**src/hdl/cab_defs.vh**
```
// Constants for the arithmetic/branch execution block.
// Assumes inclusion by bare name from the design files.
`ifndef CAB_DEFS_VH
`define CAB_DEFS_VH

// Operation codes presented on op_code
`define CAB_OP_NONE 3'h0
`define CAB_OP_DEC_SKIP 3'h1
`define CAB_OP_INC_SKIP 3'h2
`define CAB_OP_INC_FILE 3'h3
`define CAB_OP_OR_LIT 3'h4
`define CAB_OP_OR_FILE 3'h5
`define CAB_OP_BRANCH 3'h6

// Destination select values
`define CAB_DEST_WORK 1'h0
`define CAB_DEST_FILE 1'h1

// Field positions
`define CAB_LIT_LSB 0
`define CAB_LIT_MSB 10
`define CAB_LATCH_LO 3
`define CAB_LATCH_HI 4
`define CAB_PC_UP_LO 11
`define CAB_PC_UP_HI 12

// Reset values
`define CAB_RST_WORK 8'h00
`define CAB_RST_PC 13'h0000
`define CAB_RST_ZERO 1'h0

`endif

```
**src/hdl/cab_core.v**
```verilog
// Execution sequencer for skip, increment, OR and branch operations.
// Assumes an instruction issuer presents op_code with op_valid when
// op_ready is high; file data is read combinationally by the caller.
`timescale 1ns/1ps
`default_nettype none
`include "cab_defs.vh"

module cab_core #(
  parameter PC_W = 13
) (
  input wire sys_clk,            // core clock, 200 MHz
  input wire rst_n,              // synchronous reset, active low
  input wire op_valid,           // instruction presented
  input wire [2:0] op_code,      // operation select
  input wire dest_sel,           // 0 working, 1 file
  input wire [10:0] op_literal,  // literal; low 8 bits for OR
  input wire [6:0] file_addr,    // addressed file register
  input wire [7:0] file_rdata,   // contents of addressed file
  input wire [7:0] upper_address_latch, // upper address latch
  output wire op_ready,          // can take an instruction
  output reg file_we_q,          // file write strobe
  output reg [6:0] file_waddr_q, // file write address
  output reg [7:0] file_wdata_q, // file write data
  output reg [7:0] work_q,       // working register
  output reg zero_flag_q,        // zero status flag
  output reg bubble_q,           // no-operation cycle marker
  output wire [PC_W-1:0] pc      // program counter
);
  localparam ST_EXEC = 2'b01;
  localparam ST_NOP = 2'b10;

  reg [1:0] state_q;
  reg [1:0] state_d;
  wire [7:0] result;
  wire is_zero;
  wire take;
  wire is_skip;
  wire is_branch;
  wire writes_dest;
  wire sets_zero;

  function is_skip_op;
    input [2:0] op;
    begin
      is_skip_op = (op == `CAB_OP_DEC_SKIP) || (op == `CAB_OP_INC_SKIP);
    end
  endfunction

  cab_alu u_alu (
    .op(op_code),
    .work_val(work_q),
    .file_val(file_rdata),
    .lit_val(op_literal[7:0]),
    .result(result),
    .is_zero(is_zero)
  );

  assign op_ready = (state_q == ST_EXEC);
  assign take = op_valid && op_ready;
  assign is_skip = is_skip_op(op_code);
  assign is_branch = (op_code == `CAB_OP_BRANCH);
  assign writes_dest = is_skip || (op_code == `CAB_OP_INC_FILE) ||
                       (op_code == `CAB_OP_OR_FILE);
  assign sets_zero = (op_code == `CAB_OP_INC_FILE) ||
                     (op_code == `CAB_OP_OR_LIT) ||
                     (op_code == `CAB_OP_OR_FILE);

  cab_pc #(
    .PC_W(PC_W)
  ) u_pc (
    .sys_clk(sys_clk),
    .rst_n(rst_n),
    .advance(take && !is_branch),
    .load(take && is_branch),
    .lit(op_literal),
    .latch(upper_address_latch),
    .pc_q(pc)
  );

  // Branch, and a skip whose result is zero, insert one dead cycle
  always @* begin
    state_d = state_q;
    case (state_q)
      ST_EXEC: begin
        if (take && is_branch) begin
          state_d = ST_NOP;
        end else if (take && is_skip && is_zero) begin
          state_d = ST_NOP;
        end else begin
          state_d = ST_EXEC;
        end
      end
      ST_NOP: state_d = ST_EXEC;
      default: state_d = ST_EXEC;
    endcase
  end

  always @(posedge sys_clk) begin
    if (!rst_n) begin
      state_q <= ST_EXEC;
      bubble_q <= 1'b0;
    end else begin
      state_q <= state_d;
      bubble_q <= (state_d == ST_NOP);
    end
  end

  // Result routing; skip ops leave the flag alone
  always @(posedge sys_clk) begin
    if (!rst_n) begin
      work_q <= `CAB_RST_WORK;
      zero_flag_q <= `CAB_RST_ZERO;
      file_we_q <= 1'b0;
      file_waddr_q <= 7'h00;
      file_wdata_q <= 8'h00;
    end else begin
      file_we_q <= 1'b0;
      if (take && op_code == `CAB_OP_OR_LIT) begin
        work_q <= result;
      end else if (take && writes_dest) begin
        if (dest_sel == `CAB_DEST_FILE) begin
          file_we_q <= 1'b1;
          file_waddr_q <= file_addr;
          file_wdata_q <= result;
        end else begin
          work_q <= result;
        end
      end
      if (take && sets_zero) begin
        zero_flag_q <= is_zero;
      end
    end
  end
endmodule
`default_nettype wire

```
**src/hdl/cab_alu.v**
```verilog
// Result unit: increment, decrement and inclusive OR on 8-bit data.
// Assumes operands are stable in the cycle it is read; purely combinational.
`timescale 1ns/1ps
`default_nettype none
`include "cab_defs.vh"

module cab_alu (
  input wire [2:0] op,       // operation code
  input wire [7:0] work_val, // working register value
  input wire [7:0] file_val, // addressed file register value
  input wire [7:0] lit_val,  // 8-bit literal
  output reg [7:0] result,   // operation result
  output wire is_zero        // result equals zero
);
  always @* begin
    case (op)
      `CAB_OP_DEC_SKIP: result = file_val - 8'h01;
      `CAB_OP_INC_SKIP: result = file_val + 8'h01;
      `CAB_OP_INC_FILE: result = file_val + 8'h01;
      `CAB_OP_OR_LIT: result = work_val | lit_val;
      `CAB_OP_OR_FILE: result = work_val | file_val;
      default: result = 8'h00;
    endcase
  end

  assign is_zero = (result == 8'h00);
endmodule
`default_nettype wire

```
**src/hdl/cab_pc.v**
```verilog
// Program counter with branch load from literal and upper latch bits.
// Assumes advance and load are mutually exclusive per cycle.
`timescale 1ns/1ps
`default_nettype none
`include "cab_defs.vh"

module cab_pc #(
  parameter PC_W = 13
) (
  input wire sys_clk,        // core clock
  input wire rst_n,          // synchronous reset, active low
  input wire advance,        // step to next instruction
  input wire load,           // branch load
  input wire [10:0] lit,     // branch literal
  input wire [7:0] latch,    // upper address latch
  output reg [PC_W-1:0] pc_q // program counter
);
  wire [PC_W-1:0] target;

  assign target = {latch[`CAB_LATCH_HI:`CAB_LATCH_LO],
                   lit[`CAB_LIT_MSB:`CAB_LIT_LSB]};

  always @(posedge sys_clk) begin
    if (!rst_n) begin
      pc_q <= `CAB_RST_PC;
    end else if (load) begin
      pc_q <= target;
    end else if (advance) begin
      pc_q <= pc_q + {{(PC_W-1){1'b0}}, 1'b1};
    end
  end
endmodule
`default_nettype wire

```
**config.mk**
```make
export PLATFORM = sky130hd
export DESIGN_NAME = cab_core
export DESIGN_NICKNAME = d
export VERILOG_FILES = /design/src/hdl/cab_core.v /design/src/hdl/cab_alu.v /design/src/hdl/cab_pc.v
export VERILOG_INCLUDE_DIRS = /design/src /design/src/hdl
export SDC_FILE = /design/constraint.sdc
export NUM_CORES = 1
export LEC_CHECK = 0
export BUFFER_PORTS_ARGS = -buffer_cell sky130_fd_sc_hd__buf_2
export CAP_MARGIN = 10
export CORE_MARGIN = 4
export CORE_UTILIZATION = 46
export CTS_CLUSTER_DIAMETER = 200
export DETAILED_ROUTE_END_ITERATION = 7
export GPL_TIMING_DRIVEN = 0
export PLACE_DENSITY = 0.87
export RECOVER_POWER = 100
export SLEW_MARGIN = 20
export SYNTH_ARGS = -nofsm -noshare
export SYNTH_HDL_FRONTEND = slang
export SYNTH_SLANG_ARGS = --single-unit
```
**constraint.sdc**
```tcl
create_clock -name sys_clk -period 2.1 [get_ports sys_clk]
set_input_delay 0.105 -clock sys_clk [delete_from_list [all_inputs] [get_ports sys_clk]]
set_output_delay 0.105 -clock sys_clk [all_outputs]
set_load 0.02 [all_outputs]
```
==> results.py, run 1 <==
metrics = {
    "power": {
        "ir_drop_uv": 447,
        "leakage_nw": 1.35,
        "p_per_area_mw_per_mm2": 590,
    },
    "cells_and_area": {
        "antenna_cells": 0,
        "drive_gt1_share_pct": 20.9,
        "fin_nets": 438,
        "fin_area_mm2": 0.00318,
        "multi_input_area_mm2": 0.00164,
        "final_common_cell": "clkbuf_1",
        "filler_cell_count": 468,
        "final_cell_mix": "54 x clkbuf_1, 41 x dfxtp_1, 33 x buf_2, 33 x nand2_1, 22 x o21ai_0",
        "syn2layout_area_growth_pct": 27.3,
        "seq_area_um2": 821,
    },
    "timing": {
        "fmax_ghz": 0.479,
        "maxSlewHeadroom_pct": 68.7,
        "finalCritPeriodShare_pct": 99.3,
        "finalClockSkew_ns": 0.00262,
        "hold_viol_final": 0,
        "finalSetupViolations": 0,
        "setup_ws_ns": 0.0142,
        "rsz0062_at_grt": "true",
        "min_period_ns": 2.09,
        "final-max-slew-violation-count": 0,
        "worst_slew_pin_slew_ns": 0.469,
    },
    "floorplan": {
        "start_util_pct": 48.4,
        "rows": 26,
        "die_y_um": 81.7,
        "dieArea_mm2": 0.00668,
        "core_mm2": 0.00517,
        "die_w_um": 81.7,
        "ios": 81,
    },
    "critical_path": {
        "arrival_ns": 2.27,
        "path_max_fanout": 6,
        "endpoint_kind": "flop",
        "slowest_stage": "o31a_1",
        "rr_endpoint": "u_pc.pc_q[12]",
        "reg2reg_slack_ns": 0.11,
        "cp_data_required_time_ns": 2.29,
        "rr_worst_depth": 8,
        "cp-start-kind": "primary input",
        "timing.rr.start": "u_pc.pc_q[0]",
        "slowest_delay_ns": 0.31,
        "path_cells": "buf_8 > nor2b_4 > buf_6 > xnor2_4 > ha_4 > nor4_4 > a211oi_2 > xnor2_1 > buf_4 > a221oi_4 > nand4_2 > o31a_1",
        "worst-setup-path-type": "in -> reg",
        "crit_family": "compound AO/OA/AOI/OAI gates",
        "cp.buffers_inverters": 3,
    },
    "synthesis": {
        "avgSynthCellArea_um2": 8.20,
        "synthFlopType": "dfxtp_1",
        "seq_area_frac_synth_pct": 32.8,
        "ys_types": 61,
        "async_flop_share_pct": 0,
        "postSynthNetCount": 350,
        "synth_seq_cells": 41,
        "synth_top_cell_area_share_pct": 32.8,
        "synth-edff-count": 0,
        "synthCells": 305,
        "yosys-top-cells-area": "dfxtp_1 33%, o211a_1 6.4%, nor2b_1 5.0%, nand2_1 5.0%, o21ai_0 4.4%",
        "ys_warn_count": 0,
        "yosysTopAreaCell": "dfxtp_1",
        "syn_area_mm2": 0.00250,
    },
    "clock_network": {
        "cts_tree": "yes",
        "htreeDepth": 2,
        "clkTransAtPathRegs_ns": 0.08,
        "worstSkewPairLatency_ns": 0.29,
        "cts_buffers": 5,
        "cts_root_buffer": "clkbuf_8",
        "clock_sinks": 41,
        "clockBufferDepth": 2,
    },
    "flow_run": {
        "drv_cap": 0,
    },
    "place": {
        "dp_hpwl_um": 5340,
        "globalplace.congestion": 0.908,
        "dpl_worst_slack_ns": -0.409,
        "portBuffers": 71,
        "placed_cell_area_mm2": 0.00296,
    },
    "worst_hold_path": {
        "whs_endpoint": "file_waddr_q[0]",
        "whs_path_depth": 3,
        "hold_start": "file_addr[0]",
        "hp-class": "in -> reg",
    },
    "global_route": {
        "use_met1_pct": 29.5,
        "grt_use_met3_pct": 4.39,
        "grt_pass1_wl_um": 11500,
        "grt_use_met2_pct": 35.5,
        "grt-ovfl-total": 0,
        "grt_max_degree": 13,
        "gr-usage-all-layers_pct": 21.8,
        "antenna_found_initial": 0,
        "grt.busiest_layer": "met2",
        "grt_pass1_vias": 2450,
    },
    "route": {
        "wl_um": 7560,
        "via_count": 2756,
        "via_per_inst": 5.95,
        "firstDrtPassIters": 5,
        "antenna_left": 0,
        "wl_per_cell_um": 16.3,
        "drc_errors": 0,
        "drtIter0Drc": 284,
    },
    "run_status": {
        "status": "finished clean",
    },
}
## flip-flops by register name, indices dropped and copies added, names as in the netlist
register      count
u_pc.pc_q        13
file_wdata_q      8
work_q            8
file_waddr_q      7
state_q           2
bubble_q          1
file_we_q         1
zero_flag_q       1
## per-layer routing
layer	part of all wire [%]	wire length [um]	vias to the layer above
li1	-	-	1304
met2	47	3560	142
met1	41	3100	1292
met5	0	0	-
met3	10	762	18
met4	1.8	134	0
## how the worst max path moves through the flow
stage                     from         end  depth (start not counted)
global route        op_code[2]  state_q[0]                         12
detailed placement  op_code[1]  state_q[0]                         12
floorplan           op_code[1]  state_q[0]                         11
global placement    op_code[1]  state_q[0]                         12
CTS                 op_code[1]  state_q[0]                         12
finish              op_code[1]  state_q[0]                         12
## tightest hold or removal path, cell delays in order
cell     delay (ns)
buf_2          0.07
mux2i_1        0.05
nor2b_1        0.09
## stage by stage
step / cells / TNS, ns / hold WS [ns] / util [%] / total power, mW
global route: 463 / -0.0644 / 0.0748 / 61.5 / 1.97
detailed placement: 446 / -3.18 / 0.375 / 57.2 / 1.30
CTS: 454 / -0.0122 / 0.0690 / 59.2 / 1.83
finish: 463 / 0 / 0.0649 / 61.5 / 1.88
global placement: 446 / -2.42 / 0.361 / 57.2 / 1.29
floorplan: 305 / 0 / 0.274 / - / 1.16
## Yosys cell counts (2+ instances only)
library cell  number
o31a_1             2
and3_1             7
o211a_1           16
and2_1             8
o21ai_0           22
clkbuf_1          17
nand4_1            4
o21ai_1            3
inv_1              3
nand2_1           33
o211ai_1           2
nor2b_1           20
nor3_1             3
a211oi_1           3
a22oi_1            5
o22ai_1            2
nor3b_1            3
a31oi_1            4
mux2i_1           10
a21oi_1           20
dfxtp_1           41
nor2_1            16
buf_2              5
and4_1             2
xnor2_1            2
ha_1               4
mux2_2             2
nand3_1            6
a211o_1            5
a41oi_1            2
o31ai_1            2
o221a_2            2
## repair_timing
item,in CTS,in global routing
endpoints found under the hold margin,0,0
endpoints found under the setup margin,4,23
hold buffers,0,0
gates resized for setup,2,25
pin swaps,1,8
setup buffers,1,9
## cell type report
cell class	instances	area share (%)
tap	70	2.75
sequential	41	25.8
multi-input combinational	235	51.7
clock buffer	6	2.59
timing repair buffer	81	12.7
inverter	4	0.472
clock inverter	1	0.236
buffer	25	3.77
## power by group
part | internal (mW) | switching (mW) | total (mW)
clock | 0.260 | 0.280 | 0.540
combinational | 0.204 | 0.290 | 0.494
sequential | 0.813 | 0.0309 | 0.844
## logic make-up (layout without fill, tap and decap cells)
group           count (synthesis)  after routing  synth area share [%]
xor+xnor                        3              3                  1.05
mux                            13             13                  5.35
compound gates                105            105                  30.7
buf+inv                        29            117                  4.95
fa+ha+maj                       4              4                  2.00
flops                          41             41                  32.8
simple gates                  110            110                  23.1
Power figures use the tool's default switching activity.
==> run 2: changes to the inputs <==
Settings changed: CORE_MARGIN 4 to 10.
==> run 2 against run 1 <==
Against the previous run: the flow now finishes with violations (setup timing); highest routed layer unchanged; sequential power is essentially flat; clock-buffer cell count did not move; combinational power is essentially flat; flip-flop and latch count unchanged; critical path depth unchanged; global-route usage decreased by 4.9 points.
==> results.py, run 2 (same netlist as run 1, synthesis figures left out) <==
metrics = {
    "floorplan": {
        "die_y_um": 93.7,
        "dieArea_mm2": 0.00879,
        "die_w_um": 93.7,
        "start_util_pct": 48.1,
        "rows": 26,
        "core_mm2": 0.00520,
        "ios": 81,
    },
    "critical_path": {
        "endpoint_kind": "flop",
        "path_max_fanout": 6,
        "path_common_cell": "o31a_1",
        "cp.buffers_inverters": 2,
        "reg2reg_slack_ns": 0.16,
        "path_cells": "buf_8 > nor2b_4 > buf_6 > xnor2_2 > ha_2 > nor3b_2 > a211oi_2 > o31a_1 > o311ai_2 > a21oi_2 > nand4_4 > o31a_1",
        "arrival_ns": 2.36,
        "worst-setup-path-type": "in -> reg",
        "cp_data_required_time_ns": 2.28,
        "cp-start-kind": "primary input",
        "slowest_delay_ns": 0.35,
        "crit_family": "compound AO/OA/AOI/OAI gates",
        "slowest_stage": "a211oi_2",
    },
    "global_route": {
        "antenna_found_initial": 0,
        "grt-ovfl-total": 0,
        "grt_pass1_vias": 2586,
        "grt_max_degree": 14,
        "grt_pass1_wl_um": 12200,
        "gr-usage-all-layers_pct": 16.8,
    },
    "route": {
        "via_count": 2745,
        "drc_errors": 0,
        "via_per_inst": 5.92,
        "antenna_left": 0,
        "firstDrtPassIters": 5,
        "drtIter0Drc": 260,
        "wl_per_cell_um": 17.2,
        "wl_um": 7960,
    },
    "clock_network": {
        "clockBufferDepth": 2,
        "clock_sinks": 41,
        "clkTransAtPathRegs_ns": 0.08,
        "postCtsHoldBufs": 0,
        "cts_tree": "yes",
        "worstSkewPairLatency_ns": 0.30,
        "cts_root_buffer": "clkbuf_8",
        "cts_buffers": 5,
        "htreeDepth": 2,
    },
    "power": {
        "power_switching_uw": 602,
        "switching_share_pct": 30.5,
        "p_int_mw": 1.37,
        "ir_drop_uv": 441,
        "pwr-share-clk_pct": 32.3,
        "combPwrFrac_pct": 24.9,
        "p_per_area_mw_per_mm2": 619,
        "total_power_mw": 1.97,
        "leakage_nw": 1.36,
        "p_seq_share_pct": 42.8,
    },
    "timing": {
        "final-max-slew-violation-count": 0,
        "finalCritPeriodShare_pct": 104,
        "fmax_ghz": 0.458,
        "rsz0062_at_grt": "true",
        "finalClockSkew_ns": 0.0106,
        "whs_ns": 0.0549,
        "setup_ws_ns": -0.0811,
        "maxSlewHeadroom_pct": 66.4,
        "finalSetupViolations": 2,
        "min_period_ns": 2.18,
        "worst_slew_pin_slew_ns": 0.503,
        "hold_viol_final": 0,
    },
    "place": {
        "placed_cell_area_mm2": 0.00296,
        "globalplace.congestion": 0.883,
        "portBuffers": 71,
        "dp_hpwl_um": 5710,
        "dpl_worst_slack_ns": -0.408,
    },
    "flow_run": {
        "drv_cap": 0,
    },
    "cells_and_area": {
        "drive_gt1_share_pct": 20.8,
        "top_regs": "u_pc.pc_q: 13 flops, file_wdata_q: 8 flops, work_q: 8 flops",
        "fin_area_mm2": 0.00318,
        "fin_nets": 438,
        "final_cell_mix": "57 x clkbuf_1, 41 x dfxtp_1, 33 x nand2_1",
        "largest-register": "u_pc.pc_q",
        "syn2layout_area_growth_pct": 27.3,
        "filler_cell_count": 483,
        "final_common_cell": "clkbuf_1",
        "largest_reg_flops": 13,
        "antenna_cells": 0,
    },
    "run_status": {
        "violations": "setup timing",
        "status": "finished, violations left",
    },
    "worst_hold_path": {
        "hp-class": "in -> reg",
    },
}
run 2: what timing repair did:
action                                  in CTS  in global routing
endpoints found under the setup margin       3                 23
hold endpoints to repair                     0                  0
pin swaps                                    4                  9
buffers inserted                             4                  7
gates resized for setup                      1                 22
run 2: worst min-delay path, cell delays in order:
cell and delay [ns]:
buf_2 0.07, mux2i_1 0.06, nor2b_1 0.09
run 2: layout make-up:
| cell class | instances | area, um2 | share of cell area [%] |
|---|---|---|---|
| clock inverter | 2 | 38.8 | 1.22 |
| timing repair buffer | 81 | 405 | 12.7 |
| tap | 70 | 87.6 | 2.75 |
| multi-input combinational | 235 | 1630 | 51.1 |
| inverter | 4 | 15.0 | 0.472 |
| clock buffer | 6 | 72.6 | 2.28 |
| sequential | 41 | 821 | 25.8 |
| buffer | 25 | 118 | 3.69 |
run 2: through the flow:
| stage | setup TNS, ns | std cells | util, % |
|---|---|---|---|
| finish | -0.0843 | 464 | 61.2 |
| global route | -0.540 | 464 | 61.2 |
| CTS | 0 | 458 | 59.7 |
| detailed placement | -2.94 | 446 | 56.9 |
| global placement | -2.14 | 446 | 56.9 |
| floorplan | 0 | 305 | - |
run 2: power groups by stage:
stage | combinational [mW] | clock, mW | sequential, mW
after floorplan | 0.261 | 0 | 0.898
after global placement | 0.432 | 0 | 0.858
after detailed placement | 0.443 | 0 | 0.859
after CTS | 0.457 | 0.639 | 0.842
after global routing | 0.534 | 0.665 | 0.848
final | 0.492 | 0.636 | 0.843
run 2: path summary, 6_finish.rpt:
path	from	endpoint	cells past startpoint
min	file_addr[3]	file_waddr_q[3]	3
max	op_code[1]	state_q[0]	12
max reg2reg	state_q[0]	file_wdata_q[6]	7
min reg2reg	u_pc.pc_q[12]	u_pc.pc_q[12]	2
run 2: per-layer routing:
layer	up-vias	track usage [%]	part of all wire (%)
met1	1276	20.8	42
li1	1299	-	-
met2	145	27.4	47
met3	25	5.36	9.0
met4	0	4.68	2.1
met5	-	0	0
==> run 3: changes to the inputs <==
Settings changed: BUFFER_PORTS_ARGS -buffer_cell sky130_fd_sc_hd__buf_2 to unset, CORE_UTILIZATION 46 to 55, DONT_BUFFER_PORTS set to 1, PLACE_DENSITY 0.87 to 0.84.
==> run 3 against run 2 <==
Against the previous run: the flow finishes with violations (hold timing); die area decreased by 13%; global-route usage increased by 0.74 points; setup slack improved by 0.18 ns; combinational power decreased by 30%; critical path depth decreased by 1; critical path type unchanged; utilization increased by 2.3 points; register-to-register slack improved by 0.02 ns; routed wire length decreased by 11%; clock skew decreased by 0.0042 ns; first-iteration DRC count decreased by 5.8%; largest cell class unchanged.
==> results.py, run 3 (same netlist as run 1, synthesis figures left out) <==
metrics = {
    "run_status": {
        "status": "finished, violations left",
        "violations": "hold timing",
    },
    "critical_path": {
        "cp_data_required_time_ns": 2.29,
        "rr_worst_depth": 7,
        "rr_endpoint": "file_wdata_q[6]",
        "reg2reg_slack_ns": 0.18,
        "endpoint_kind": "flop",
        "startpoint": "op_code[1]",
        "timing.rr.start": "state_q[0]",
        "worst-setup-path-type": "in -> reg",
        "path_max_fanout": 5,
        "worstSetupEndpoint": "state_q[0]",
        "arrival_ns": 2.19,
        "cp-start-kind": "primary input",
    },
    "route": {
        "wl_per_cell_um": 19.0,
        "antenna_left": 0,
        "drc_errors": 0,
        "firstDrtPassIters": 5,
        "wl_um": 7100,
        "top_layer_used": "met4",
        "wl_met3_um": 944,
        "via_per_inst": 6.49,
        "wl_met2_um": 3210,
        "met1_length_um": 2850,
        "drtIter0Drc": 245,
        "via_count": 2427,
    },
    "clock_network": {
        "worstSkewPairLatency_ns": 0.30,
        "clkTransAtPathRegs_ns": 0.09,
        "cts_buffers": 5,
        "clock_sinks": 41,
        "cts_tree": "yes",
        "cts_root_buffer": "clkbuf_8",
        "clockBufferDepth": 2,
        "htreeDepth": 2,
    },
    "timing": {
        "timing.setup.tns_ns": 0,
        "hold_viol_final": 1,
        "finalCritPeriodShare_pct": 95.2,
        "worst_slew_pin_slew_ns": 0.489,
        "finalClockSkew_ns": 0.00642,
        "min_period_ns": 2.00,
        "maxSlewHeadroom_pct": 67.4,
        "fmax_ghz": 0.500,
        "final-max-slew-violation-count": 0,
        "whs_ns": -0.00570,
        "finalSetupViolations": 0,
    },
    "cells_and_area": {
        "final_common_cell": "dfxtp_1",
        "fin_cells": 374,
        "largest-register": "u_pc.pc_q",
        "final_util_pct": 63.5,
        "fin_nets": 366,
        "drive_gt1_share_pct": 13.4,
        "antenna_cells": 0,
        "largest_reg_flops": 13,
        "top_regs": "u_pc.pc_q: 13 flops, file_wdata_q: 8 flops, work_q: 8 flops",
        "final_cell_mix": "39 x dfxtp_1, 33 x nand2_1, 22 x o21ai_0",
        "syn2layout_area_growth_pct": 11.3,
    },
    "flow_run": {
        "drv_cap": 0,
    },
    "worst_hold_path": {
        "hp-class": "in -> reg",
        "hold_start": "file_addr[6]",
        "whs_path_depth": 2,
    },
    "floorplan": {
        "die_w_um": 87.4,
        "ios": 81,
        "start_util_pct": 57.0,
        "rows": 24,
        "die_y_um": 87.4,
        "dieArea_mm2": 0.00764,
        "core_mm2": 0.00438,
    },
    "place": {
        "portBuffers": 0,
        "dp_hpwl_um": 5390,
        "globalplace.congestion": 0.831,
        "place.detailed.instances": 357,
    },
    "power": {
        "leakage_nw": 1.16,
        "ir_drop_uv": 549,
        "p_per_area_mw_per_mm2": 679,
    },
    "global_route": {
        "grt_pass1_vias": 2191,
        "antenna_found_initial": 0,
        "grt_max_degree": 17,
        "grt_pass1_wl_um": 11000,
        "gr-usage-all-layers_pct": 17.6,
        "grt-ovfl-total": 0,
    },
}
==> run 3: cell count changes in the layout (fill, tap and decap cells not counted), sizes merged <==
| cell | change |
|---|---|
| inv | +1 |
| buf | -36 |
| clkbuf | -41 |
| dlygate4sd3 | +4 |
==> run 3: timing repair <==
action,4_1_cts,5_1_grt
setup endpoints to repair,23,19
hold endpoints to repair,4,0
pin swaps,0,6
setup buffers,0,7
gates resized for setup,3,8
hold buffers,4,0
==> run 3: through the flow <==
stage | hold WS, ns | worst slack [ns] | instance area (um2) | total power [mW]
2_1_floorplan | 0.274 | 0.0188 | 2520 | 1.16
3_3_place_gp | 0.277 | -0.351 | 2580 | 1.22
3_5_place_dp | 0.289 | -0.375 | 2580 | 1.23
4_1_cts | 0.00186 | 0.0264 | 2740 | 1.87
5_1_grt | 0.00657 | -0.0448 | 2780 | 1.96
6_report | -0.00570 | 0.102 | 2780 | 1.89
==> run 3: layout make-up <==
cell class,instances,area [um2]
timing repair buffer,11,85.1
multi-input combinational,235,1570
inverter,4,15.0
clock inverter,3,43.8
clock buffer,5,68.8
fill,384,1600
buffer,23,110
sequential,41,823
tap,52,65.1
==> run 3: per-layer routing <==
metal / track usage [%] / vias up
met5: 0 / -
met4: 3.91 / 0
met3: 8.52 / 10
met2: 28.0 / 140
met1: 20.8 / 1117
li1: - / 1160
==> run 3: power breakdown <==
part / internal, mW / total [mW] / switching, mW
Sequential: 0.814 / 0.896 / 0.0811
Combinational: 0.151 / 0.342 / 0.191
Clock: 0.356 / 0.652 / 0.296
Total: 1.32 / 1.89 / 0.568
==> run 3: worst min-delay path by stage <==
stage                      endpoint  slack (ns)
CTS                 file_waddr_q[6]       0.002
finish              file_waddr_q[6]      -0.006
floorplan           file_waddr_q[2]        0.27
global route        file_waddr_q[6]       0.007
detailed placement  file_waddr_q[5]        0.29
global placement    file_waddr_q[2]        0.28
==> run 3: critical path, stage by stage <==
cell and delay [ns]:
nor2b_2 0.21, buf_6 0.15, xnor2_1 0.12, ha_2 0.24, nor4_1 0.06, a211oi_2 0.28
o31a_1 0.22, o311ai_1 0.11, a21oi_2 0.22, nand4_2 0.20, o31a_1 0.28
